### src/hw/flr_pkg.sv
// package: offsets, fields, timing constants for the fuse/lock readout block
package flr_pkg;
    // ----------------------------------------------------------------
    // register map (apb byte addresses)
    // ----------------------------------------------------------------
    localparam logic [11:0] FLR_CTRL_OFF = 12'h000;
    localparam logic [11:0] FLR_ZPTR_OFF = 12'h004;
    localparam logic [11:0] FLR_STAT_OFF = 12'h008;
    localparam logic [11:0] FLR_SIG_OFF = 12'h00c;
    localparam logic [7:0] FLR_CTRL_RST = 8'h00;
    // ----------------------------------------------------------------
    // control bit positions
    // ----------------------------------------------------------------
    localparam int FLR_B_EN = 0;
    localparam int FLR_B_ERS = 1;
    localparam int FLR_B_WRT = 2;
    localparam int FLR_B_LCK = 3;
    localparam int FLR_B_RRE = 4;
    localparam int FLR_B_SIG = 5;
    localparam int FLR_B_BSY = 6;
    localparam int FLR_B_IE = 7;
    // ----------------------------------------------------------------
    // pointer values for lock/fuse reads
    // ----------------------------------------------------------------
    localparam logic [15:0] FLR_Z_FLOW = 16'h0000;
    localparam logic [15:0] FLR_Z_LOCK = 16'h0001;
    localparam logic [15:0] FLR_Z_FEXT = 16'h0002;
    localparam logic [15:0] FLR_Z_FHIGH = 16'h0003;
    // ----------------------------------------------------------------
    // arm windows and programming time
    // ----------------------------------------------------------------
    localparam logic [2:0] FLR_LOAD_WIN = 3'h3;
    localparam logic [2:0] FLR_STORE_WIN = 3'h4;
    localparam int FLR_CLK_HZ = 10000000;
    localparam real FLR_PROG_MS = 3.2;
    localparam int FLR_PROG_CYC = int'(FLR_PROG_MS * FLR_CLK_HZ / 1000.0 + 0.999);
    // ----------------------------------------------------------------
    // boot section starts, word addresses
    // ----------------------------------------------------------------
    localparam logic [13:0] FLR_BOOT_256 = 14'h3f00;
    localparam logic [13:0] FLR_BOOT_512 = 14'h3e00;
    localparam logic [13:0] FLR_BOOT_1K = 14'h3c00;
    localparam logic [13:0] FLR_BOOT_2K = 14'h3800;
    localparam logic [13:0] FLR_BOOT_END = 14'h3fff;
    typedef enum logic [1:0] {FLR_IDLE, FLR_ARMED, FLR_PROG} flr_state_t;
endpackage : flr_pkg

### src/hw/flr_readout.sv
// fuse, lock and signature readout with self-programming control
//
// Design decisions made here: the register addresses and the APB register port.
`timescale 1ns/100ps
`default_nettype none
module flr_readout
(
    input wire logic clock,
    input wire logic sys_rst,
    input wire logic psel,
    input wire logic penable,
    input wire logic pwrite,
    input wire logic [11:0] paddr,
    input wire logic [31:0] pwdata,
    output logic [31:0] prdata,
    output logic pready,
    output logic pslverr,
    input wire logic load_strobe,
    input wire logic store_strobe,
    input wire logic [15:0] load_addr,
    input wire logic [7:0] flash_byte,
    output logic [7:0] load_data,
    input wire logic [7:0] fuse_low_byte,
    input wire logic [7:0] fuse_high_byte,
    input wire logic [3:0] fuse_extended_byte,
    input wire logic [5:0] lock_bits,
    input wire logic [7:0] store_r0,
    input wire logic eeprom_write_active,
    output logic lock_write,
    output logic [5:0] lock_write_data,
    output logic page_buffer_flush,
    output logic flash_busy,
    output logic fetch_boot_only,
    output logic [13:0] boot_start
);
    import flr_pkg::*;

    // ----------------------------------------------------------------
    // state
    // ----------------------------------------------------------------
    logic [7:0] self_prog_ctrl_reg;
    logic [7:0] sig_row [0:3];
    logic [2:0] win_cnt;
    logic [15:0] prog_cnt;
    logic prog_to_rww;
    logic prog_pend;
    logic [7:0] next_ctrl;
    flr_state_t state;
    flr_state_t next_state;

    wire self_prog_enable = self_prog_ctrl_reg[FLR_B_EN];
    wire lock_select_bit = self_prog_ctrl_reg[FLR_B_LCK];
    wire signature_select_bit = self_prog_ctrl_reg[FLR_B_SIG];
    wire page_write_cmd = self_prog_ctrl_reg[FLR_B_WRT];
    wire page_erase_cmd = self_prog_ctrl_reg[FLR_B_ERS];
    wire section_read_reenable = self_prog_ctrl_reg[FLR_B_RRE];
    wire section_busy_flag = self_prog_ctrl_reg[FLR_B_BSY];

    // ----------------------------------------------------------------
    // apb decode
    // ----------------------------------------------------------------
    wire acc = psel & penable;
    wire hit_ctrl = paddr == FLR_CTRL_OFF;
    wire hit_stat = paddr == FLR_STAT_OFF;
    wire hit_sig = paddr[11:4] == FLR_SIG_OFF[11:4];
    wire hit_zptr = paddr == FLR_ZPTR_OFF;
    wire mapped = hit_ctrl | hit_stat | hit_sig | hit_zptr;
    // eeprom write blocks arming; busy programming refuses new commands
    wire ctrl_wr = acc & pwrite & hit_ctrl & ~eeprom_write_active
                   & (state != FLR_PROG);
    wire sig_wr = acc & pwrite & (paddr[11:4] == 8'h01);
    assign pready = 1'b1;
    assign pslverr = acc & ~mapped & (paddr[11:4] != 8'h01);

    // ----------------------------------------------------------------
    // armed load decode
    // ----------------------------------------------------------------
    wire armed = (state == FLR_ARMED);
    // a load only substitutes inside the three-cycle window; stores get four
    wire load_win = win_cnt < FLR_LOAD_WIN;
    wire lock_armed = armed & lock_select_bit & self_prog_enable
                      & load_win;
    wire sig_armed = armed & signature_select_bit & self_prog_enable
                     & load_win;
    wire [7:0] lock_byte = {2'b11, lock_bits};
    wire [7:0] ext_byte = {4'hf, fuse_extended_byte};
    // raw fuse levels are passed through: programmed = 0 by convention
    wire [7:0] fuse_sel = (load_addr == FLR_Z_LOCK) ? lock_byte
                        : (load_addr == FLR_Z_FHIGH) ? fuse_high_byte
                        : (load_addr == FLR_Z_FEXT) ? ext_byte
                        : fuse_low_byte;
    wire [7:0] sig_sel = sig_row[load_addr[1:0]];
    assign load_data = lock_armed ? fuse_sel
                     : sig_armed ? sig_sel : flash_byte;
    wire is_cmd = page_erase_cmd | page_write_cmd
                  | (lock_select_bit & ~signature_select_bit);
    wire store_go = armed & store_strobe & self_prog_enable
                    & win_cnt < FLR_STORE_WIN;
    wire win_load_over = win_cnt >= FLR_LOAD_WIN;
    wire win_store_over = win_cnt >= FLR_STORE_WIN;
    wire prog_done = (state == FLR_PROG)
                     & (prog_cnt == 16'(FLR_PROG_CYC - 1));
    wire rww_target = load_addr[15:1] < {1'b0, boot_start};

    // ----------------------------------------------------------------
    // boot section size
    // ----------------------------------------------------------------
    always_comb
    begin
        case (fuse_high_byte[2:1])
            2'b11: boot_start = FLR_BOOT_256;
            2'b10: boot_start = FLR_BOOT_512;
            2'b01: boot_start = FLR_BOOT_1K;
            default: boot_start = FLR_BOOT_2K;
        endcase
    end

    // ----------------------------------------------------------------
    // control next state
    // ----------------------------------------------------------------
    always_comb
    begin
        next_ctrl = self_prog_ctrl_reg;
        next_state = state;
        case (state)
            FLR_IDLE:
            begin
                if (ctrl_wr)
                begin
                    // busy is hardware owned, software writes ignored
                    next_ctrl = {pwdata[7], section_busy_flag,
                                 pwdata[5:0]};
                    if (pwdata[FLR_B_EN])
                        next_state = FLR_ARMED;
                end
            end
            FLR_ARMED:
            begin
                if ((lock_armed | sig_armed) & load_strobe)
                begin
                    next_ctrl[5:0] = 6'h00;
                    next_state = FLR_IDLE;
                end
                else if (store_go & section_read_reenable)
                begin
                    next_ctrl[FLR_B_BSY] = 1'b0;
                    next_ctrl[5:0] = 6'h00;
                    next_state = FLR_IDLE;
                end
                else if (store_go & ~signature_select_bit & is_cmd)
                begin
                    if ((page_erase_cmd | page_write_cmd) & rww_target)
                        next_ctrl[FLR_B_BSY] = 1'b1;
                    next_state = FLR_PROG;
                end
                else if (store_go & ~signature_select_bit)
                begin
                    // page load also releases the busy section
                    next_ctrl[FLR_B_BSY] = 1'b0;
                    next_ctrl[5:0] = 6'h00;
                    next_state = FLR_IDLE;
                end
                else if ((signature_select_bit & win_load_over)
                         | win_store_over)
                begin
                    next_ctrl[5:0] = 6'h00;
                    next_state = FLR_IDLE;
                end
            end
            FLR_PROG:
            begin
                if (prog_done)
                begin
                    next_ctrl[5:0] = 6'h00;
                    next_state = FLR_IDLE;
                end
            end
            default:
                next_state = FLR_IDLE;
        endcase
    end

    // ----------------------------------------------------------------
    // registers
    // ----------------------------------------------------------------
    always_ff @(posedge clock or posedge sys_rst)
    begin
        if (sys_rst)
        begin
            self_prog_ctrl_reg <= FLR_CTRL_RST;
            state <= FLR_IDLE;
        end
        else
        begin
            self_prog_ctrl_reg <= next_ctrl;
            state <= next_state;
        end
    end

    // the programming timer sits outside reset and clears once state leaves FLR_PROG
    always_ff @(posedge clock)
    begin
        if (state == FLR_PROG & ~prog_done)
            prog_cnt <= prog_cnt + 16'h0001;
        else
            prog_cnt <= 16'h0000;
    end

    always_ff @(posedge clock or posedge sys_rst)
    begin
        if (sys_rst)
            prog_pend <= 1'b0;
        else
            prog_pend <= (next_state == FLR_PROG);
    end

    always_ff @(posedge clock or posedge sys_rst)
    begin
        if (sys_rst)
            win_cnt <= 3'h0;
        else if (state == FLR_ARMED)
            win_cnt <= win_cnt + 3'h1;
        else
            win_cnt <= 3'h0;
    end

    always_ff @(posedge clock or posedge sys_rst)
    begin
        if (sys_rst)
            prog_to_rww <= 1'b0;
        else if (store_go & (page_erase_cmd | page_write_cmd))
            prog_to_rww <= rww_target;
    end

    always_ff @(posedge clock)
    begin
        if (sig_wr)
            sig_row[paddr[3:2]] <= pwdata[7:0];
    end

    // lock write pulses once when the timed operation ends
    always_ff @(posedge clock or posedge sys_rst)
    begin
        if (sys_rst)
        begin
            lock_write <= 1'b0;
            lock_write_data <= 6'h3f;
        end
        else
        begin
            lock_write <= prog_done & lock_select_bit;
            if (store_go & lock_select_bit)
                lock_write_data <= store_r0[5:0] & lock_bits;
        end
    end

    // ----------------------------------------------------------------
    // outputs
    // ----------------------------------------------------------------
    assign page_buffer_flush = store_go & section_read_reenable;
    assign flash_busy = prog_pend;
    assign fetch_boot_only = prog_pend
                             & (page_erase_cmd | page_write_cmd);
    assign prdata = ~acc | pwrite ? 32'h0000_0000
                  : hit_ctrl ? {24'h0, self_prog_ctrl_reg}
                  : hit_stat ? {16'h0, 2'b00, boot_start}
                  : hit_zptr ? {16'h0, load_addr}
                  : 32'h0000_0000;
endmodule : flr_readout
`default_nettype wire

### config.mk
export PLATFORM = sky130hd
export DESIGN_NAME = flr_readout
export DESIGN_NICKNAME = d
export VERILOG_FILES = /design/src/hw/flr_pkg.sv /design/src/hw/flr_readout.sv
export SDC_FILE = /design/constraint.sdc
export NUM_CORES = 1
export LEC_CHECK = 0
export BUFFER_PORTS_ARGS = -buffer_cell sky130_fd_sc_hd__buf_2
export CAP_MARGIN = 0
export CORE_ASPECT_RATIO = 1.2
export CORE_MARGIN = 2
export CORE_UTILIZATION = 52
export DETAILED_ROUTE_END_ITERATION = 16
export PLACE_DENSITY = 0.86
export SYNTH_ARGS = -nofsm -noshare
export SYNTH_HDL_FRONTEND = slang
export SYNTH_SLANG_ARGS = --single-unit
### constraint.sdc
create_clock -name clock -period 6.2 [get_ports clock]
set_clock_uncertainty 0.1 [all_clocks]
set_input_delay 1.24 -clock clock [delete_from_list [all_inputs] [get_ports clock]]
set_output_delay 1.24 -clock clock [all_outputs]
set_load 0.02 [all_outputs]
# Word-level counts from Yosys, hierarchy flattened

Memory sizes are Yosys's and may differ from the RTL's.
Index checks and enable logic that the tools add are counted.

Equal/unequal tests: 20
Magnitude comparators: 5
$add $sub $neg: 2
Reduce and logical (&&, ||, !) cells: 8
Bitwise operators: 45
Multiplexer cells: 35

Operators by type and width:

| cell                                             | count |
|---|---|
| 2-to-1 mux 16 bit                                | 4 |
| 2-to-1 mux 8 bit                                 | 5 |
| 2-to-1 mux 6 bit                                 | 6 |
| case mux 11 bit (3 select lines)                 | 1 |
| == test 16 x 2 -> 1 bit (second input constant)  | 2 |
| bitwise AND 1 bit                                | 29 |
| case mux 6 bit (3 select lines)                  | 1 |
| adder 16 x 1 -> 16 bit (second input constant)   | 1 |
| == test 16 x 1 -> 1 bit (second input constant)  | 1 |
| == test 16 x 15 -> 1 bit (second input constant) | 1 |
| 2-to-1 mux 2 bit                                 | 8 |
| less-than comparator 15 x 14 -> 1 bit            | 1 |
| == test 12 x 3 -> 1 bit (second input constant)  | 1 |
| == test 12 x 4 -> 1 bit (second input constant)  | 1 |
| logical NOT 12 bit                               | 1 |
| AND reduction 5 bit                              | 2 |
| == test 2 bit (second input constant)            | 4 |
| == test 8 x 1 -> 1 bit (second input constant)   | 1 |
| logical NOT 8 bit                                | 1 |
| != test 8 x 1 -> 1 bit (second input constant)   | 1 |
| bitwise OR 1 bit                                 | 8 |
| 2-to-1 mux 7 bit                                 | 1 |
| inverter 1 bit                                   | 7 |
| bitwise AND 6 bit                                | 1 |
| 17 further kinds                                 | 26 |

Logic and storage cells: 125
Memories kept: 1
Bits in writable memories: 32
Bits of input ports: 110
Bits in registers: 37
Output and inout port bits: 66

Memories:

| name    | depth | width | read ports | clocked after Yosys merged registers in | write ports | line              | RTL |
|---|---|---|---|---|---|---|---|
| sig_row | 4     | 8     | 1          | 0                                       | 1           | flr_readout.sv:42 | `logic [7:0] sig_row [0:3];` |

# Logic depth before layout (Yosys ltp)

Gate-level depths: netlist of the first run.

Depth after elaboration: 11
Mapped depth: 8
Mapped depth without buffers: 7

# Least setup slack after synthesis of the first run

Ideal clock, no wire load.

Kind: input -> output
Start point: input load_addr[0]
End point: output load_data[3]
Path buffers: 3
Stages: 7
Path slack: 2.349 ns
Required time: 4.860 ns
Data arrival time: 2.511 ns
Cells stage by stage: buf_2 > buf_4 > buf_2 > nor2_1 > a31oi_1 > o221ai_1 > mux2i_1

Word-level cells in the longest chain between the ends: 5
Elaborated cells between the ends (all ways): 9
Those cells by class: 3 x eq/ne; 5 x mux; 1 x memory

Ends and longest elaborated chain:

| element                 | line              | RTL |
|---|---|---|
| from (decl)             | flr_readout.sv:20 | `input wire logic [15:0] load_addr,` |
| == test 16 x 2 -> 1 bit | flr_readout.sv:90 | `: (load_addr == FLR_Z_FEXT) ? ext_byte` |
| 2-to-1 mux 8 bit        | flr_readout.sv:90 |  |
| 2-to-1 mux 8 bit        | flr_readout.sv:89 | `: (load_addr == FLR_Z_FHIGH) ? fuse_high_byte` |
| 2-to-1 mux 8 bit        | flr_readout.sv:88 | `wire [7:0] fuse_sel = (load_addr == FLR_Z_LOCK) ? lock_byte` |
| 2-to-1 mux 8 bit *      | flr_readout.sv:93 | `assign load_data = lock_armed ? fuse_sel` |
| to (decl)               | flr_readout.sv:22 | `output logic [7:0] load_data,` |

Every way passes the cells marked *; elsewhere a longest branch is shown, timed or not.

# Worst setup path in the final report of the first run

Start point: input load_addr[4]
End point: output load_data[5]

Word-level cells in the longest chain between the ends: 5
Elaborated cells between the ends (all ways): 7
Those cells by class: 3 x eq/ne; 4 x mux

Ends and longest elaborated chain:

| element                 | line |
|---|---|
| == test 16 x 2 -> 1 bit | flr_readout.sv:90 |
| 2-to-1 mux 8 bit        | flr_readout.sv:90 |
| 2-to-1 mux 8 bit        | flr_readout.sv:89 |
| 2-to-1 mux 8 bit *      | flr_readout.sv:88 |
| 2-to-1 mux 8 bit *      | flr_readout.sv:93 |

Marks and branches as above.

==> results of run 1 <==
## layout by cell type (no fill, tap or decap), drive strengths merged, types with 2 or more instances in the layout
master | Yosys | routed
a21oi | 14 | 14
a22oi | 18 | 18
a31oi | 5 | 5
a41oi | 2 | 2
and2 | 5 | 5
and3 | 5 | 5
and4 | 4 | 4
buf | 37 | 123
clkbuf | 6 | 11
clkinv | 0 | 3
conb | 2 | 28
dfrtp | 15 | 15
dfstp | 6 | 6
dfxtp | 16 | 16
edfxtp | 32 | 32
ha | 10 | 10
inv | 16 | 18
mux2 | 4 | 4
mux2i | 9 | 9
mux4 | 8 | 8
nand2 | 30 | 30
nand2b | 6 | 6
nand3 | 15 | 15
nand4 | 6 | 6
nand4b | 2 | 2
nor2 | 50 | 50
nor2b | 8 | 8
nor3 | 10 | 10
nor3b | 2 | 2
nor4 | 6 | 6
o211ai | 7 | 7
o21ai | 10 | 10
o221ai | 9 | 9
or2 | 3 | 3
or3 | 7 | 7
xnor2 | 5 | 5
xor2 | 5 | 5
## final cells by class
cell class / count / area, sq um
multi-input combinational: 305 / 2018
sequential: 69 / 1814
fill: 627 / 2840
tap: 92 / 115.1
clock buffer: 11 / 153.9
timing repair buffer: 123 / 620.6
inverter: 16 / 60.06
clock inverter: 5 / 41.29
## synth_stat cells, drive strengths merged (2+ instances only)
cell type  instances  area [sq um]
o211ai             7         52.55
conb               2         7.510
and2               5         31.28
nand2             30         112.6
and4               4         35.03
edfxtp            32         960.9
buf               37         259.0
inv               16         60.05
a21oi             14         70.07
ha                10         125.1
or3                7         43.79
nor2b              8         50.05
nand3             15         80.08
mux4               8         180.2
a31oi              5         31.28
nand4              6         43.79
xor2               5         43.79
nand4b             2         17.52
dfrtp             15         375.4
a22oi             18         135.1
dfxtp             16         320.3
o21ai             10         50.05
and3               5         31.28
nor4               6         50.04
o221ai             9         96.35
nor3b              2         20.02
nor3              10         50.05
mux2i              9         90.09
dfstp              6         157.7
clkbuf             6         22.52
nand2b             6         37.54
a41oi              2         17.52
or2                3         18.77
nor2              50         195.2
mux2               4         56.30
xnor2              5         43.79
## power breakdown
part	leakage (nW)	switching [W]	internal (W)
Clock	0.103	0.000185	0.000175
Combinational	1.30	0.0000624	0.0000375
Sequential	0.672	0.000000749	0.000478
## worst max-delay path by stage
stage	startpoint	end	slack, ns
final	load_addr[4]	load_data[5]	1.76
after CTS	load_addr[4]	load_data[5]	1.80
after global routing	load_addr[4]	load_data[0]	1.71
after global placement	load_addr[4]	load_data[4]	1.85
after detailed placement	load_addr[4]	load_data[1]	1.81
after floorplan	load_addr[0]	load_data[3]	2.35
## tightest hold or removal path, cell delays in order, from the launching register on
cell and delay [ns]:
dfstp_2 0.38, nand2_1 0.04, o21ai_0 0.06
## metal layers
layer	part of all wire	track usage	vias up
li1	-	-	1677
met1	0.38	0.2751	1685
met2	0.51	0.4325	188
met3	0.076	0.04914	34
met4	0.034	0.1368	0
met5	0	0	-
## per-stage QoR
step	setup slack (ns)	hold slack [ns]	total power, W	std cells
finish	1.759	0.3828	0.0009384	621
global route	1.711	0.4102	0.0009677	621
CTS	1.805	0.3865	0.0009428	621
detailed placement	1.813	0.3743	0.0005877	605
global placement	1.852	0.3355	0.0005855	605
floorplan	2.349	0.3258	0.0005547	433
## cell families after synthesis
logic type / count (synthesis)
AOI/OAI and AO/OA: 73
other: 2
DFF: 69
buffers and inverters: 59
and+or+nand+nor: 163
muxes: 21
adders and majority gates: 10
xor gates and xnor gates: 10
==> impl_metrics.env, run 1 <==
export IMPL_status="finished clean"
export IMPL_avgRoutedWirePerCell_microns=16.81
export IMPL_synth_top_family_by_area="simple AND/OR/NAND/NOR gates"
export IMPL_cts_tree="yes"
export IMPL_synth_edf_count=32
export IMPL_synth_compound_area_share=0.1271
export IMPL_rows=35
export IMPL_ctsRootBufferMaster="clkbuf_8"
export IMPL_path_buf_inv=2
export IMPL_syn_inst=407
export IMPL_ctsResizeCount=0
export IMPL_ant_nets=0
export IMPL_htree_levels=3
export IMPL_core_sq_um=7664
export IMPL_dieArea_sq_um=8566
export IMPL_yosys_area_share_simple=0.2099
export IMPL_muxShareOfSynthArea=0.08011
export IMPL_setup_viol=0
export IMPL_area_growth_syn_to_layout_pct=18.32
export IMPL_avgSynthCellArea_sq_um=10.02
export IMPL_dr_pass1_iters=5
export IMPL_drtIter0Drc=193
export IMPL_crit_family="simple AND/OR/NAND/NOR gates"
export IMPL_path_common_cell="buf_2"
export IMPL_grt_max_degree=24
export IMPL_largest_reg_flops=32
export IMPL_hold_end="lock_write_data[4]"
export IMPL_die_w_microns=84.83
export IMPL_die_h_microns=101.0
export IMPL_wirelength_microns=10440
export IMPL_cts_buffers=9
export IMPL_reg2reg_depth=7
export IMPL_cts_sinks=69
export IMPL_synth_seq_area_share=0.4451
export IMPL_synth_xor_xnor_area_share=0.02149
export IMPL_post_cts_buffers=0
export IMPL_async_flop_share=0.3043
export IMPL_synth_ff_type="edfxtp_1"
export IMPL_worst_path_stages=7
export IMPL_p_per_area_nw_per_um2=194.6
export IMPL_leakage_nw=2.072
export IMPL_vias=3584
export IMPL_cts_hold_buf=0
export IMPL_synth_area_sq_um=4076
export IMPL_r2r_end="self_prog_ctrl_reg[2]"
export IMPL_path_cells="buf_2 > nor4_1 > nand4_1 > or3_1 > o211ai_1 > o221ai_1 > buf_2"
export IMPL_antennaDiodeCount=0
export IMPL_grt_pass1_wl_microns=16320
export IMPL_ys_ff_latch=69
export IMPL_hold_viol=0
export IMPL_clockBufferDepth=2
export IMPL_yosysUniqueCellTypes=58
export IMPL_cpPeakStageDelay_ns=0.50
export IMPL_clk_pin_slew_ns=0.08
export IMPL_end_kind="output pin"
export IMPL_io_pins=176
export IMPL_rsz0062_at_grt="false"
export IMPL_yosysWarningCount=0
export IMPL_cp_max_fo=6
export IMPL_io_buffers=121
export IMPL_hp_class="flip-flop to flip-flop"
export IMPL_place_area_sq_um=4628
export IMPL_crit_arrival_ns=3.10
export IMPL_min_from="lock_write_data[4]"
export IMPL_startpoint_type="input pin"
export IMPL_gp_congestion=0.9125
export IMPL_postLayoutCoreUtil=0.6294
export IMPL_dpl_hpwl_microns=8028
export IMPL_post_route_min_period_ns=4.441
export IMPL_min_path_cells=2
export IMPL_min_period_over_period=0.7163
export IMPL_antenna_found_initial=0
export IMPL_critical_path_slowest_cell="nor4_1"
export IMPL_grtUsageTotal=0.2446
export IMPL_max_slew_margin_rel=0.4530
export IMPL_synth_fa_ha_area_frac=0.03069
export IMPL_tightest_slew_ns=0.8197
export IMPL_finalMaxSlewViolations=0
export IMPL_cap_viol_max_count=0
export IMPL_required_ns=4.86
export IMPL_grt_ovfl_total=0
export IMPL_setup_tns_ns=0
export IMPL_initial_core_util=0.5319
export IMPL_design_area_sq_um=4823
export IMPL_worst_r2r_setup_slack_ns=3.74
export IMPL_path_class="input pin to output pin"
export IMPL_nNetsFinal=644
export IMPL_vias_per_cell=5.771
export IMPL_clock_latency_ns=0.36
export IMPL_drc=0
export IMPL_grt_pass1_vias=3490
export IMPL_fmax_mhz=225.2
export IMPL_vdd_ir_drop_max_uv=160.3
export IMPL_reg2reg_from="state[1]"
export IMPL_layout_drive_gt1_share=0.3233
(Power assumes the default switching activity.)
==> run 2: changes to the inputs <==
ABC_AREA = 1   (was not set)
CORE_UTILIZATION = 44   (was 52)
PLACE_DENSITY = 0.77   (was 0.86)
clock period = 3.7 ns   (was 6.2 ns; I/O delays follow)
==> run 2 against run 1 <==
Compared with the run above: design area is 8.6% higher; synthesized area up 6.1%; sequential power up 68%; die area grew 24%; register-to-register slack worse by 2.2 ns; critical path type is now flip-flop to output pin.
==> impl_metrics.env, run 2 <==
export IMPL_clock_latency_ns=0.34
export IMPL_multiInputGateArea_sq_um=2009
export IMPL_avgSynthCellArea_sq_um=7.509
export IMPL_synth_most_common_cell="nand2_1"
export IMPL_crit_arrival_ns=2.50
export IMPL_status="finished clean"
export IMPL_rows=39
export IMPL_vias_per_cell=5.107
export IMPL_async_flop_share=0.3043
export IMPL_max_slew_margin_rel=0.4031
export IMPL_wirelength_microns=11810
export IMPL_cts_tree="yes"
export IMPL_yosysWarningCount=0
export IMPL_startpoint_type="flip-flop"
export IMPL_avgRoutedWirePerCell_microns=14.23
export IMPL_core_sq_um=9564
export IMPL_cap_viol_max_count=0
export IMPL_synthTopCellsByCount="nand2_1, inv_1, nor2_1"
export IMPL_cts_buffers=9
export IMPL_nNetsFinal=821
export IMPL_fin_ws_ns=0.3634
export IMPL_ctsRootBufferMaster="clkbuf_16"
export IMPL_vdd_ir_drop_max_uv=215.0
export IMPL_synthTopCellsByArea="edfxtp_1, nand2_1, dfrtp_1, dfxtp_1, inv_1"
export IMPL_setup_viol=0
export IMPL_leakage_nw=2.530
export IMPL_clockBufferDepth=2
export IMPL_cts_sinks=69
export IMPL_postLayoutCoreUtil=0.5475
export IMPL_p_per_area_nw_per_um2=339.7
export IMPL_min_period_over_period=0.9018
export IMPL_die_h_microns=112.6
export IMPL_clk_pin_slew_ns=0.06
export IMPL_largest_reg_flops=32
export IMPL_grtUsageTotal=0.2230
export IMPL_dr_pass1_iters=5
export IMPL_seq_area_sq_um=1814
export IMPL_setup_tns_ns=0
export IMPL_post_route_min_period_ns=3.337
export IMPL_pre_cts_slack_ns=0.5592
export IMPL_initial_core_util=0.4523
export IMPL_htree_levels=3
export IMPL_synth_seq_area_share=0.4194
export IMPL_post_cts_buffers=0
export IMPL_io_pins=176
export IMPL_vias=4239
export IMPL_end_kind="output pin"
export IMPL_hold_viol=0
export IMPL_dpl_hpwl_microns=9167
export IMPL_synth_edf_count=32
export IMPL_gp_congestion=0.8678
export IMPL_fmax_mhz=299.7
export IMPL_cp_max_fo=6
export IMPL_path_class="flip-flop to output pin"
export IMPL_ys_ff_latch=69
export IMPL_synth_ff_type="edfxtp_1"
export IMPL_rsz0062_at_grt="false"
export IMPL_post_place_cells=813
export IMPL_cts_hold_buf=0
export IMPL_final_common_cell="buf_2"
export IMPL_syn_inst=576
export IMPL_ctsResizeCount=0
export IMPL_required_ns=2.86
export IMPL_final_cell_mix="buf_2, nand2_1, inv_1, nor2_1, nand3_1"
export IMPL_fillCellCount=900
export IMPL_die_w_microns=94.51
export IMPL_ant_nets=0
export IMPL_grt_ovfl_total=0
export IMPL_tightest_slew_ns=0.8944
export IMPL_drc=0
export IMPL_io_buffers=121
export IMPL_drtIter0Drc=295
export IMPL_yosysTopAreaCell="edfxtp_1"
export IMPL_hp_class="flip-flop to flip-flop"
export IMPL_synth_top_cell_area_share=0.2222
export IMPL_layout_drive_gt1_share=0.2493
export IMPL_yosysUniqueCellTypes=42
export IMPL_area_growth_syn_to_layout_pct=21.06
export IMPL_stdcell_count=830
export IMPL_synth_area_sq_um=4325
export IMPL_antenna_found_initial=1
export IMPL_grt_pass1_vias=4017
export IMPL_finalMaxSlewViolations=0
export IMPL_dieArea_sq_um=10640
export IMPL_grt_max_degree=22
export IMPL_grt_pass1_wl_microns=18150
## run 2: cell types whose count changed after synthesis, moves of 7 or more
cell,change
nand2_1,+84
nor2_1,+24
nand3_1,+33
a21oi_1,+20
nor2b_1,-8
inv_1,+69
nand4_1,+10
mux4_2,-8
a22oi_1,-18
or3_1,-7
o221ai_1,-8
mux2i_1,-9
## run 2: worst paths after layout
path / from / to / slack (ns) / cells past startpoint
setup / recovery: state[1] / load_data[4] / 0.36 / 11
hold / removal: win_cnt[0] / win_cnt[0] / 0.36 / 1
setup reg to reg: state[1] / self_prog_ctrl_reg[2] / 1.58 / 11
hold reg to reg: win_cnt[0] / win_cnt[0] / 0.36 / 1
max in group asynchronous: sys_rst / self_prog_ctrl_reg[2] / 2.46 / 2
min in group asynchronous: sys_rst / win_cnt[0] / 0.49 / 2
## run 2: final cells by class
| cell class | instances | share of cell area |
|---|---|---|
| antenna | 1 | 0.0004779 |
| clock buffer | 12 | 0.04922 |
| clock inverter | 4 | 0.004062 |
| inverter | 89 | 0.06380 |
| multi-input combinational | 406 | 0.3838 |
| sequential | 69 | 0.3465 |
| tap | 123 | 0.02939 |
| timing repair buffer | 126 | 0.1228 |
## run 2: report_power, final
group	internal, W	switching (W)	total [W]
clock network	0.000491	0.000312	0.000803
registers	0.000802	0.000000900	0.000803
logic	0.0000581	0.000115	0.000173
## run 2: metrics by stage
stage,hold slack [ns],power (W),instance area [sq um]
global placement,0.3454,0.0009839,4955
CTS,0.3599,0.001784,5234
detailed placement,0.3537,0.0009880,4955
floorplan,0.3305,0.0009297,4423
finish,0.3606,0.001779,5236
global route,0.3961,0.001832,5236
## run 2: cells by family after synthesis
| logic type | Yosys count | synth area share |
|---|---|---|
| xor gates and xnor gates | 2 | 0.004050 |
| and+or+nand+nor | 290 | 0.3008 |
| AOI/OAI and AO/OA | 75 | 0.1038 |
| adders and majority gates | 10 | 0.02893 |
| buffers and inverters | 127 | 0.1386 |
| muxes | 1 | 0.002603 |
| other | 2 | 0.001736 |
| DFF | 69 | 0.4194 |
## run 2: critical path, cell delays in order (launching register included)
cell and delay, ns:
dfrtp_1 0.42, inv_1 0.11, ha_1 0.28, nand3_1 0.15
nor2_1 0.18, inv_1 0.07, nor2_1 0.23, inv_1 0.15
a31oi_1 0.28, a21oi_1 0.07, nand2_1 0.07, buf_2 0.15
## run 2: metal layers
layer	part of all wire	GRT usage	vias up
li1	-	-	2072
met1	0.38	0.2445	1919
met5	0	0	-
met3	0.089	0.04765	33
met2	0.49	0.3890	215
met4	0.037	0.1343	0
